<file path="config.mk">
export PLATFORM = sky130hd
export DESIGN_NAME = ccp_compare_top
export DESIGN_NICKNAME = d
export VERILOG_FILES = /design/src/common/ccp_pkg.sv /design/src/design/ccp_compare_top.sv /design/src/design/ccp_prescaler.sv
export SDC_FILE = /design/constraint.sdc
export NUM_CORES = 1
export LEC_CHECK = 0
export BUFFER_PORTS_ARGS = -buffer_cell sky130_fd_sc_hd__buf_2
export CAP_MARGIN = 0
export CORE_AREA = 3 3 95 97
export CTS_CLUSTER_SIZE = 25
export DETAILED_ROUTE_END_ITERATION = 7
export DIE_AREA = 0 0 98 100
export HOLD_SLACK_MARGIN = 0.05
export PLACE_DENSITY = 0.78
export SYNTH_ARGS = -nofsm -noshare
export SYNTH_HDL_FRONTEND = slang
export SYNTH_SLANG_ARGS = --single-unit
export TNS_END_PERCENT = 1
</file>
<file path="constraint.sdc">
create_clock -name clock_in -period 4.8 [get_ports clock_in]
set_input_delay 0.48 -clock clock_in [delete_from_list [all_inputs] [get_ports clock_in]]
set_output_delay 0.48 -clock clock_in [all_outputs]
set_load 0.005 [all_outputs]
</file>
<file path="src/common/ccp_pkg.sv">
// Package with register map, field layout and types of the compare unit
package ccp_pkg;
  // Register offsets (index = printed offset, byte address = 4 * index)
  localparam logic [7:0] CCP_IDX_FLAGS = 8'h0c;
  localparam logic [7:0] CCP_IDX_ENABLES = 8'h8c;
  localparam logic [7:0] CCP_IDX_CONTROL = 8'h17;
  localparam logic [7:0] CCP_IDX_CMP_LO = 8'h15;
  localparam logic [7:0] CCP_IDX_CMP_HI = 8'h16;
  localparam logic [7:0] CCP_IDX_TMR_LO = 8'h0e;
  localparam logic [7:0] CCP_IDX_TMR_HI = 8'h0f;
  localparam logic [7:0] CCP_IDX_STATUS = 8'h18;
  localparam int CCP_ADDR_W = 10;
  // Field positions
  localparam int CCP_BIT_T1OVF = 0;
  localparam int CCP_BIT_MATCH = 2;
  localparam logic [7:0] CCP_FLAGS_MASK = 8'h05;
  localparam logic [7:0] CCP_CTRL_MASK = 8'h3f;
  localparam logic [7:0] CCP_RESET_8 = 8'h00;
  localparam logic [15:0] CCP_RESET_16 = 16'h0000;
  localparam logic [15:0] CCP_TMR_MAX = 16'hffff;
  // Mode codes of the four mode bits
  localparam logic [3:0] CCP_M_OFF = 4'h0;
  localparam logic [3:0] CCP_M_CAP_FALL = 4'h4;
  localparam logic [3:0] CCP_M_CAP_RISE = 4'h5;
  localparam logic [3:0] CCP_M_CAP_R4 = 4'h6;
  localparam logic [3:0] CCP_M_CAP_R16 = 4'h7;
  localparam logic [3:0] CCP_M_CMP_SET = 4'h8;
  localparam logic [3:0] CCP_M_CMP_CLR = 4'h9;
  localparam logic [3:0] CCP_M_CMP_SWI = 4'ha;
  localparam logic [3:0] CCP_M_CMP_SPEC = 4'hb;
  // Prescale divide counts
  localparam logic [3:0] CCP_DIV_1 = 4'h0;
  localparam logic [3:0] CCP_DIV_4 = 4'h3;
  localparam logic [3:0] CCP_DIV_16 = 4'hf;

  // Compare and capture decoded controls
  typedef struct packed {
    logic compare_on;
    logic capture_on;
    logic pin_high;
    logic pin_low;
    logic special;
  } ccp_mode_t;

  // Match and capture events seen by the top
  typedef struct packed {
    logic match;
    logic capture;
  } ccp_event_t;
endpackage : ccp_pkg

</file>
<file path="src/design/ccp_compare_top.sv">
// Compare unit with capture prescaler behind an Avalon-MM slave
//
// What this block does and how it must be used
// Compare the 16-bit compare value with timer1 count every cycle in compare mode.
// On match drive pin high, low, or leave it, per four mode bits.
// Set the match flag in the same cycle the match acts on the pin.
// Software makes port C bit 2 an output before using pin actions.
// Writing zero to control forces compare latch low; port latch untouched.
// Timer1 must run synchronously; asynchronous counting may miss matches.
// Software interrupt mode leaves the pin; only flag and enabled interrupt.
// Special event trigger clears both timer1 bytes, making a period register.
// Special event trigger also issues an A/D start request.
// Trigger reset of timer1 does not set the timer1 overflow flag.
// Four capture prescaler settings selected by the four mode bits.
// Prescaler counter cleared when unit off or not capturing, and at reset.
// Switching capture settings directly keeps the prescaler count.
// Software clears control before writing a new prescaler mode.
// Match flag stays set until software writes it zero.
// Interrupt request only when a flag (match or timer1 overflow) and its enable are both set.
//
// Implementation choice: the Avalon-MM register port.
`timescale 1ns/1ps
module ccp_compare_top
  import ccp_pkg::*;
#(
  parameter int TMR_W = 16
) (
  // Clock and reset
  input wire logic clock_in,
  input wire logic nrst_in,
  // Avalon-MM slave
  input wire logic [CCP_ADDR_W-1:0] avs_address_in,
  input wire logic avs_read_in,
  input wire logic avs_write_in,
  input wire logic [31:0] avs_writedata_in,
  input wire logic [3:0] avs_byteenable_in,
  output logic [31:0] avs_readdata_out,
  output logic avs_waitrequest_out,
  // Timer1 tick and capture input
  input wire logic timer1_tick_in,
  input wire logic capture_edge_in,
  // Pin, trigger and interrupt
  output logic compare_output_pin_out,
  output logic adc_start_out,
  output logic irq_out
);
  // Only a 16-bit timer is served
  if (TMR_W != 16) begin : g_bad_width
    $error("TMR_W must be 16");
  end

  logic [7:0] unit_control;
  logic [15:0] compare_value;
  logic [15:0] timer1_count;
  logic match_flag;
  logic timer1_overflow_flag;
  logic match_irq_enable;
  logic timer1_irq_enable;
  logic [7:0] enables_rest;
  logic pin_latch;
  logic acked;

  // Bus decode
  wire [7:0] idx = avs_address_in[CCP_ADDR_W-1:2];
  wire req = (avs_read_in || avs_write_in) && !acked;
  wire wr = avs_write_in && !acked && avs_byteenable_in[0];
  wire [7:0] wd = avs_writedata_in[7:0];
  wire wr_flags = wr && idx == CCP_IDX_FLAGS;
  wire wr_en = wr && idx == CCP_IDX_ENABLES;
  wire wr_ctrl = wr && idx == CCP_IDX_CONTROL;
  wire wr_clo = wr && idx == CCP_IDX_CMP_LO;
  wire wr_chi = wr && idx == CCP_IDX_CMP_HI;
  wire wr_tlo = wr && idx == CCP_IDX_TMR_LO;
  wire wr_thi = wr && idx == CCP_IDX_TMR_HI;

  // Mode decode
  wire [3:0] unit_mode_bits = unit_control[3:0];
  ccp_mode_t mode;
  assign mode.compare_on = unit_mode_bits[3];
  assign mode.capture_on = (unit_mode_bits >= CCP_M_CAP_FALL) &&
                           (unit_mode_bits <= CCP_M_CAP_R16);
  assign mode.pin_high = unit_mode_bits == CCP_M_CMP_SET;
  assign mode.pin_low = unit_mode_bits == CCP_M_CMP_CLR;
  assign mode.special = unit_mode_bits == CCP_M_CMP_SPEC;

  // Continuous compare
  ccp_event_t ev;
  assign ev.match = mode.compare_on && (compare_value == timer1_count);

  // Capture prescaler
  logic [3:0] presc_count;
  ccp_prescaler u_presc (
    .clock_in(clock_in),
    .nrst_in(nrst_in),
    .unit_mode_bits_in(unit_mode_bits),
    .edge_in(capture_edge_in),
    .capture_out(ev.capture),
    .count_out(presc_count)
  );

  wire special_hit = ev.match && mode.special;
  wire t1_wrap = timer1_tick_in && timer1_count == CCP_TMR_MAX;
  wire match_set = ev.match || ev.capture;
  // Set wins over a software clear
  wire next_match_flag = match_set ||
    (wr_flags ? wd[CCP_BIT_MATCH] : match_flag);
  // Trigger reset never counts as overflow
  wire next_t1_flag = (t1_wrap && !special_hit) ||
    (wr_flags ? wd[CCP_BIT_T1OVF] : timer1_overflow_flag);
  wire [15:0] next_timer = special_hit ? CCP_RESET_16 :
    wr_tlo ? {timer1_count[15:8], wd} :
    wr_thi ? {wd, timer1_count[7:0]} :
    timer1_tick_in ? timer1_count + 16'h0001 : timer1_count;
  // Pin action; SWI and trigger modes leave the pin
  wire next_pin_latch = (wr_ctrl && wd == CCP_RESET_8) ? 1'b0 :
    (ev.match && mode.pin_high) ? 1'b1 :
    (ev.match && mode.pin_low) ? 1'b0 : pin_latch;
  wire next_match_irq_enable = wr_en ? wd[CCP_BIT_MATCH] : match_irq_enable;
  wire next_t1_irq_enable = wr_en ? wd[CCP_BIT_T1OVF] : timer1_irq_enable;
  wire next_irq = (next_match_flag && next_match_irq_enable) ||
    (next_t1_flag && next_t1_irq_enable);

  // Read mux
  wire [7:0] flags_rd = {5'b0, match_flag, 1'b0, timer1_overflow_flag};
  wire [7:0] en_rd = enables_rest | {5'b0, match_irq_enable, 1'b0,
    timer1_irq_enable};
  wire [7:0] rd8 =
    idx == CCP_IDX_FLAGS ? flags_rd :
    idx == CCP_IDX_ENABLES ? en_rd :
    idx == CCP_IDX_CONTROL ? unit_control :
    idx == CCP_IDX_CMP_LO ? compare_value[7:0] :
    idx == CCP_IDX_CMP_HI ? compare_value[15:8] :
    idx == CCP_IDX_TMR_LO ? timer1_count[7:0] :
    idx == CCP_IDX_TMR_HI ? timer1_count[15:8] :
    idx == CCP_IDX_STATUS ? {3'b0, pin_latch, presc_count} :
    CCP_RESET_8;

  // Bus handshake: one wait cycle, answer on the second edge
  always_ff @(posedge clock_in or negedge nrst_in) begin
    if (!nrst_in) begin
      acked <= 1'b0;
      avs_waitrequest_out <= 1'b1;
      avs_readdata_out <= 32'h0000_0000;
    end else begin
      acked <= req;
      avs_waitrequest_out <= !req;
      avs_readdata_out <= {24'h00_0000, rd8};
    end
  end

  // Control and compare value
  always_ff @(posedge clock_in or negedge nrst_in) begin
    if (!nrst_in) begin
      unit_control <= CCP_RESET_8;
      compare_value <= CCP_RESET_16;
    end else begin
      if (wr_ctrl) unit_control <= wd & CCP_CTRL_MASK;
      if (wr_clo) compare_value[7:0] <= wd;
      if (wr_chi) compare_value[15:8] <= wd;
    end
  end

  // Enables
  always_ff @(posedge clock_in or negedge nrst_in) begin
    if (!nrst_in) begin
      enables_rest <= CCP_RESET_8;
      match_irq_enable <= 1'b0;
      timer1_irq_enable <= 1'b0;
    end else begin
      if (wr_en) enables_rest <= wd & ~CCP_FLAGS_MASK;
      match_irq_enable <= next_match_irq_enable;
      timer1_irq_enable <= next_t1_irq_enable;
    end
  end

  // Timer1 count
  always_ff @(posedge clock_in or negedge nrst_in) begin
    if (!nrst_in) begin
      timer1_count <= CCP_RESET_16;
    end else begin
      timer1_count <= next_timer;
    end
  end

  // Flags
  always_ff @(posedge clock_in or negedge nrst_in) begin
    if (!nrst_in) begin
      match_flag <= 1'b0;
      timer1_overflow_flag <= 1'b0;
    end else begin
      match_flag <= next_match_flag;
      timer1_overflow_flag <= next_t1_flag;
    end
  end

  // Pin, trigger and interrupt outputs
  always_ff @(posedge clock_in or negedge nrst_in) begin
    if (!nrst_in) begin
      pin_latch <= 1'b0;
      compare_output_pin_out <= 1'b0;
      adc_start_out <= 1'b0;
      irq_out <= 1'b0;
    end else begin
      pin_latch <= next_pin_latch;
      compare_output_pin_out <= next_pin_latch;
      adc_start_out <= special_hit;
      irq_out <= next_irq;
    end
  end

  AST_MATCH_FLAG: assert property (@(posedge clock_in)
    disable iff (!nrst_in)
    ev.match |=> match_flag)
    else $error("match did not set flag");
  AST_PIN_HIGH: assert property (@(posedge clock_in)
    disable iff (!nrst_in)
    ev.match && mode.pin_high && !wr_ctrl |=> compare_output_pin_out)
    else $error("pin not driven high on match");
  AST_PIN_LOW: assert property (@(posedge clock_in)
    disable iff (!nrst_in)
    ev.match && mode.pin_low |=> !compare_output_pin_out)
    else $error("pin not driven low on match");
  AST_SWI_PIN: assert property (@(posedge clock_in)
    disable iff (!nrst_in)
    ev.match && unit_mode_bits == CCP_M_CMP_SWI && !wr_ctrl
    |=> $stable(compare_output_pin_out))
    else $error("software interrupt mode moved pin");
  AST_CTRL_ZERO: assert property (@(posedge clock_in)
    disable iff (!nrst_in)
    wr_ctrl && wd == CCP_RESET_8 |=> !compare_output_pin_out)
    else $error("clearing control did not force pin low");
  AST_SPECIAL: assert property (@(posedge clock_in)
    disable iff (!nrst_in)
    special_hit |=> timer1_count == CCP_RESET_16 && adc_start_out)
    else $error("special trigger missed timer clear or adc start");
  AST_NO_T1OVF: assert property (@(posedge clock_in)
    disable iff (!nrst_in)
    special_hit && !timer1_overflow_flag && !wr_flags
    |=> !timer1_overflow_flag)
    else $error("trigger set timer1 overflow flag");
  AST_FLAG_STICKY: assert property (@(posedge clock_in)
    disable iff (!nrst_in)
    match_flag && !wr_flags |=> match_flag)
    else $error("match flag dropped without clear");
  AST_IRQ: assert property (@(posedge clock_in)
    disable iff (!nrst_in)
    irq_out |-> (match_flag && match_irq_enable) ||
    (timer1_overflow_flag && timer1_irq_enable))
    else $error("irq without enabled flag");
  AST_NO_MATCH_OFF: assert property (@(posedge clock_in)
    disable iff (!nrst_in)
    !mode.compare_on && !ev.capture && !match_flag &&
    !(wr_flags && wd[CCP_BIT_MATCH]) |=> !match_flag)
    else $error("flag set while compare is off");
  AST_TIMER_STEP: assert property (@(posedge clock_in)
    disable iff (!nrst_in)
    timer1_tick_in && !special_hit && !wr_tlo && !wr_thi
    |=> timer1_count == $past(timer1_count) + 16'h0001)
    else $error("timer1 did not step on tick");
  AST_PIN_IDLE: assert property (@(posedge clock_in)
    disable iff (!nrst_in)
    !ev.match && !(wr_ctrl && wd == CCP_RESET_8)
    |=> $stable(compare_output_pin_out))
    else $error("pin moved without a match");
  AST_SPECIAL_PIN: assert property (@(posedge clock_in)
    disable iff (!nrst_in)
    special_hit && !wr_ctrl |=> $stable(compare_output_pin_out))
    else $error("trigger mode moved pin");
  AST_NO_ADC: assert property (@(posedge clock_in)
    disable iff (!nrst_in)
    !special_hit |=> !adc_start_out)
    else $error("adc start without special trigger");
  AST_T1_WRAP: assert property (@(posedge clock_in)
    disable iff (!nrst_in)
    t1_wrap && !special_hit && !wr_tlo && !wr_thi
    |=> timer1_overflow_flag && timer1_count == CCP_RESET_16)
    else $error("timer1 wrap missed overflow flag");
  AST_PERIOD: assert property (@(posedge clock_in)
    disable iff (!nrst_in)
    special_hit |=> !special_hit || compare_value == CCP_RESET_16)
    else $error("special trigger repeated without period");
  AST_IRQ_ON: assert property (@(posedge clock_in)
    disable iff (!nrst_in)
    match_flag && match_irq_enable && !wr_en && !wr_flags |=> irq_out)
    else $error("enabled match flag gave no irq");
  AST_IRQ_EXACT: assert property (@(posedge clock_in)
    disable iff (!nrst_in)
    irq_out == ((match_flag && match_irq_enable) ||
    (timer1_overflow_flag && timer1_irq_enable)))
    else $error("irq does not follow enabled flags");
  AST_SWI_IRQ: assert property (@(posedge clock_in)
    disable iff (!nrst_in)
    ev.match && unit_mode_bits == CCP_M_CMP_SWI && match_irq_enable &&
    !wr_en |=> irq_out)
    else $error("software interrupt mode gave no irq");
  AST_PRESC_KEEP: assert property (@(posedge clock_in)
    disable iff (!nrst_in)
    mode.capture_on && !capture_edge_in |=> $stable(presc_count))
    else $error("prescaler count moved without an edge");
  AST_CAPTURE_FLAG: assert property (@(posedge clock_in)
    disable iff (!nrst_in)
    ev.capture |=> match_flag)
    else $error("capture did not set flag");
  AST_DIV4_WRAP: assert property (@(posedge clock_in)
    disable iff (!nrst_in)
    unit_mode_bits == CCP_M_CAP_R4 && capture_edge_in &&
    presc_count == CCP_DIV_4 |=> ev.capture && presc_count == 4'h0)
    else $error("divide by four did not wrap");
  AST_CTRL_ZERO_PRESC: assert property (@(posedge clock_in)
    disable iff (!nrst_in)
    wr_ctrl && wd == CCP_RESET_8 |-> ##2 presc_count == 4'h0)
    else $error("clearing control left prescaler count");
  AST_FLAG_CLEAR: assert property (@(posedge clock_in)
    disable iff (!nrst_in)
    wr_flags && !wd[CCP_BIT_MATCH] && !match_set |=> !match_flag)
    else $error("software clear of match flag lost");
endmodule : ccp_compare_top

</file>
<file path="src/design/ccp_prescaler.sv">
// Capture prescaler: counts capture edges, pulses on every Nth
`timescale 1ns/1ps
module ccp_prescaler
  import ccp_pkg::*;
(
  // Clock and reset
  input wire logic clock_in,
  input wire logic nrst_in,
  // Control
  input wire logic [3:0] unit_mode_bits_in,
  input wire logic edge_in,
  // Result
  output logic capture_out,
  output logic [3:0] count_out
);
  logic [3:0] count;
  logic [3:0] limit;
  logic capture_mode;
  logic wrap;

  assign capture_mode = (unit_mode_bits_in >= CCP_M_CAP_FALL) &&
                        (unit_mode_bits_in <= CCP_M_CAP_R16);
  assign limit = (unit_mode_bits_in == CCP_M_CAP_R16) ? CCP_DIV_16 :
                 (unit_mode_bits_in == CCP_M_CAP_R4) ? CCP_DIV_4 :
                 CCP_DIV_1;
  // Counter is not reset when one capture setting replaces another
  assign wrap = (count >= limit);

  always_ff @(posedge clock_in or negedge nrst_in) begin
    if (!nrst_in) begin
      count <= 4'h0;
      capture_out <= 1'b0;
    end else if (!capture_mode) begin
      count <= 4'h0;
      capture_out <= 1'b0;
    end else begin
      capture_out <= edge_in && wrap;
      if (edge_in) begin
        count <= wrap ? 4'h0 : count + 4'h1;
      end
    end
  end

  assign count_out = count;

  AST_PRESC_CLEAR: assert property (@(posedge clock_in)
    disable iff (!nrst_in)
    !capture_mode |=> count == 4'h0)
    else $error("prescaler not cleared outside capture");
endmodule : ccp_prescaler

</file>
==> metrics.txt <==
met3 WL=849 µm; Crit Path Max Fanout=9; final core occ=0.539; Max clock buf depth=2; Post-DP HPWL=7770 µm; Clock Skew=0.0104 ns; share of cells above drive strength 1=0.183; area grow syn2layout=7.27%; vias in the first global route=3,225; post-synth cell types=62; Worst path top cell family by delay=simple AND/OR/NAND/NOR gates; die height=100 µm; number of synthesized flops with an enable pin=0; final-layout fill cell count=741; status=finished clean; Final Cell Area=4430 µm²; Ports=88; sequential cell area fraction in the yosys report=0.400; total clock sinks=66; most frequent cells in the layout=dfrtp_1 (65), nand2_1 (48), buf_2 (34); Root Buffer=clkbuf_8; CP endpoint kind=flip-flop; area leader, netlist=dfrtp_1; cell count after synthesis=443; Finish-stage setup viols=0; relative slew slack=0.399; cells taking the most area after synthesis=dfrtp_1 (39%), mux2_2 (5.7%), buf_4 (4.4%); via count=3,529; Final Non-Filler Cells=575; initial antenna violation count=0; Synth Cell Area=4130 µm²; worst r2r src=acked; peak supply drop=0.000179 V; RePlAce Congestion=0.934; Tmin final=2.61 ns; ANT cells=0; reg2reg path depth=6; H-tree depth=3; CP Cell Sequence=and3b_1 > nand4_1 > mux2i_1 > nor4b_1 > o21ai_0 > a21oi_1; Die Footprint=9800 µm²; starting density of the core=0.503; yosys synthesis warning count=0; number of vias per cell=6.14; total gr overflow=0; internal power=0.000961 W; Gate power share=0.153; # port buffers=34; setup TNS=0 ns; top sig layer=met4; Post-DRT Antenna Nets=0; CP required=4.99 ns; Routed WL=10,600 µm; clock power share=0.356; worst setup path class=reg2reg; RSZ-0062 raised after global routing=false; placeable core area=8220 µm²; Max Clk Rate=384 MHz; total track usage=0.220; post-synth top area share=0.394; Setup crit start kind=flip-flop; hold crit path type=in2async; Die W=98 µm; Levels on crit path=6; Placed Area=4230 µm²; clock transition at the registers of the reported paths=0.08 ns; metal2 WL=5000 µm; floorplan row count=33; wire per inst=18.5 µm; CTS-repair resized insts=0; drt initial violations=316; CTS hold repair buffers=0; DP Cell Count=560; met1 WL=4510 µm; fin crit share=0.543; Hold WS=0.320 ns; Num CTS Buffers=9; TritonRoute pass-1 iters=5; sw frac=0.293; Fin. Hold Viols=0; largest net degree at the start of global routing=67; CP max stage cell=mux2i_1; ys async rst share=1.00; Post-CTS Setup Repair Bufs=0; top_reg_cell synth=dfrtp_1; CTS tree=yes; worst skew pair latency=0.34 ns; Flop pwr share=0.491; Power Dens Cells=307 nW/µm²; DRC viols=0; Critical path origin=acked; arrival time at the worst endpoint=2.80 ns; Pins Over Slew Limit=0; total net switching power=0.000398 W; syn avg cell area=9.32 µm²; Synth Register Bits=66; Critical path buffers and inverters=0; commonest non-fill, non-tap cell in the layout=dfrtp_1; Worst-Margin Slew=0.891 ns; first-pass GRT wire length=16,900 µm; Leak=2.04 nW; Max Cap Viol=0; max incr delay on CP=0.77 ns; nets=524
-- power by group through the flow --
stage,Combinational [W],Clock [W],Sequential [W]
final,0.000208,0.000484,0.000667
after global routing,0.000233,0.000521,0.000672
after CTS,0.000206,0.000491,0.000664
after detailed placement,0.000205,0,0.000675
after global placement,0.000200,0,0.000673
after floorplan,0.000186,0,0.000636
-- cells in the mapped netlist (7+ instances only) --
| master | number |
|---|---|
| dfrtp_1 | 65 |
| nand2_1 | 48 |
| nor2_1 | 31 |
| buf_4 | 24 |
| o21ai_0 | 24 |
| a21oi_1 | 22 |
| mux2_2 | 21 |
| mux2i_1 | 13 |
| nand3_1 | 13 |
| xor2_1 | 13 |
| clkbuf_1 | 11 |
| inv_1 | 11 |
| nand4_1 | 9 |
| xnor2_1 | 9 |
| nor3_1 | 8 |
| nor4_1 | 7 |
-- state kept, by name, indices dropped and copies added (netlist names) --
signal                count
timer1_irq_enable         1
avs_readdata_out          8
timer1_overflow_flag      1
enables_rest              6
match_irq_enable          1
timer1_count             16
match_flag                1
pin_latch                 1
avs_waitrequest_out       1
u_presc.capture_out       1
unit_control              6
compare_value            16
u_presc.count_out         4
acked                     1
irq_out                   1
adc_start_out             1
-- logic make-up (layout without fill, tap and decap cells) --
kind of cell / Yosys count / in the layout / share of synthesized area
buffers and inverters: 57 / 61 / 0.0824
AND/OR/NAND/NOR: 164 / 164 / 0.218
flip-flops: 66 / 66 / 0.400
adder cells (fa/ha/maj): 6 / 6 / 0.0182
other: 1 / 24 / 0.000908
AO/OA/AOI/OAI: 91 / 91 / 0.140
XOR/XNOR: 22 / 22 / 0.0467
multiplexers: 36 / 36 / 0.0942
-- layout make-up --
type                       instances  area [µm²]  area share
clock buffer                      13         169      0.0381
clock inverter                     2        35.0     0.00791
inverter                          11        41.3     0.00932
multi-input combinational        343        2220       0.502
sequential                        66        1650       0.373
tap                              105         131      0.0297
timing repair buffer              35         178      0.0401
-- stage by stage --
step / worst slack [ns] / total power [W]
2_1_floorplan: 2.62 / 0.000821
3_3_place_gp: 2.17 / 0.000873
3_5_place_dp: 2.14 / 0.000879
4_1_cts: 2.26 / 0.00136
5_1_grt: 2.10 / 0.00143
6_report: 2.19 / 0.00136
-- final timing paths --
path	slack, ns	endpoint
setup reg to reg	2.19	timer1_count[12]
min in group clock_in	0.42	u_presc.capture_out
setup / recovery	2.19	timer1_count[12]
max in group asynchronous	3.93	compare_value[4]
hold / removal	0.32	compare_value[14]
hold reg to reg	0.48	match_flag
-- layer usage --
metal,global-route usage,up-vias
met5,0,-
met2,0.353,181
met4,0.0714,0
li1,-,1596
met3,0.0486,29
met1,0.297,1723
Power figures use the tool's default switching activity.
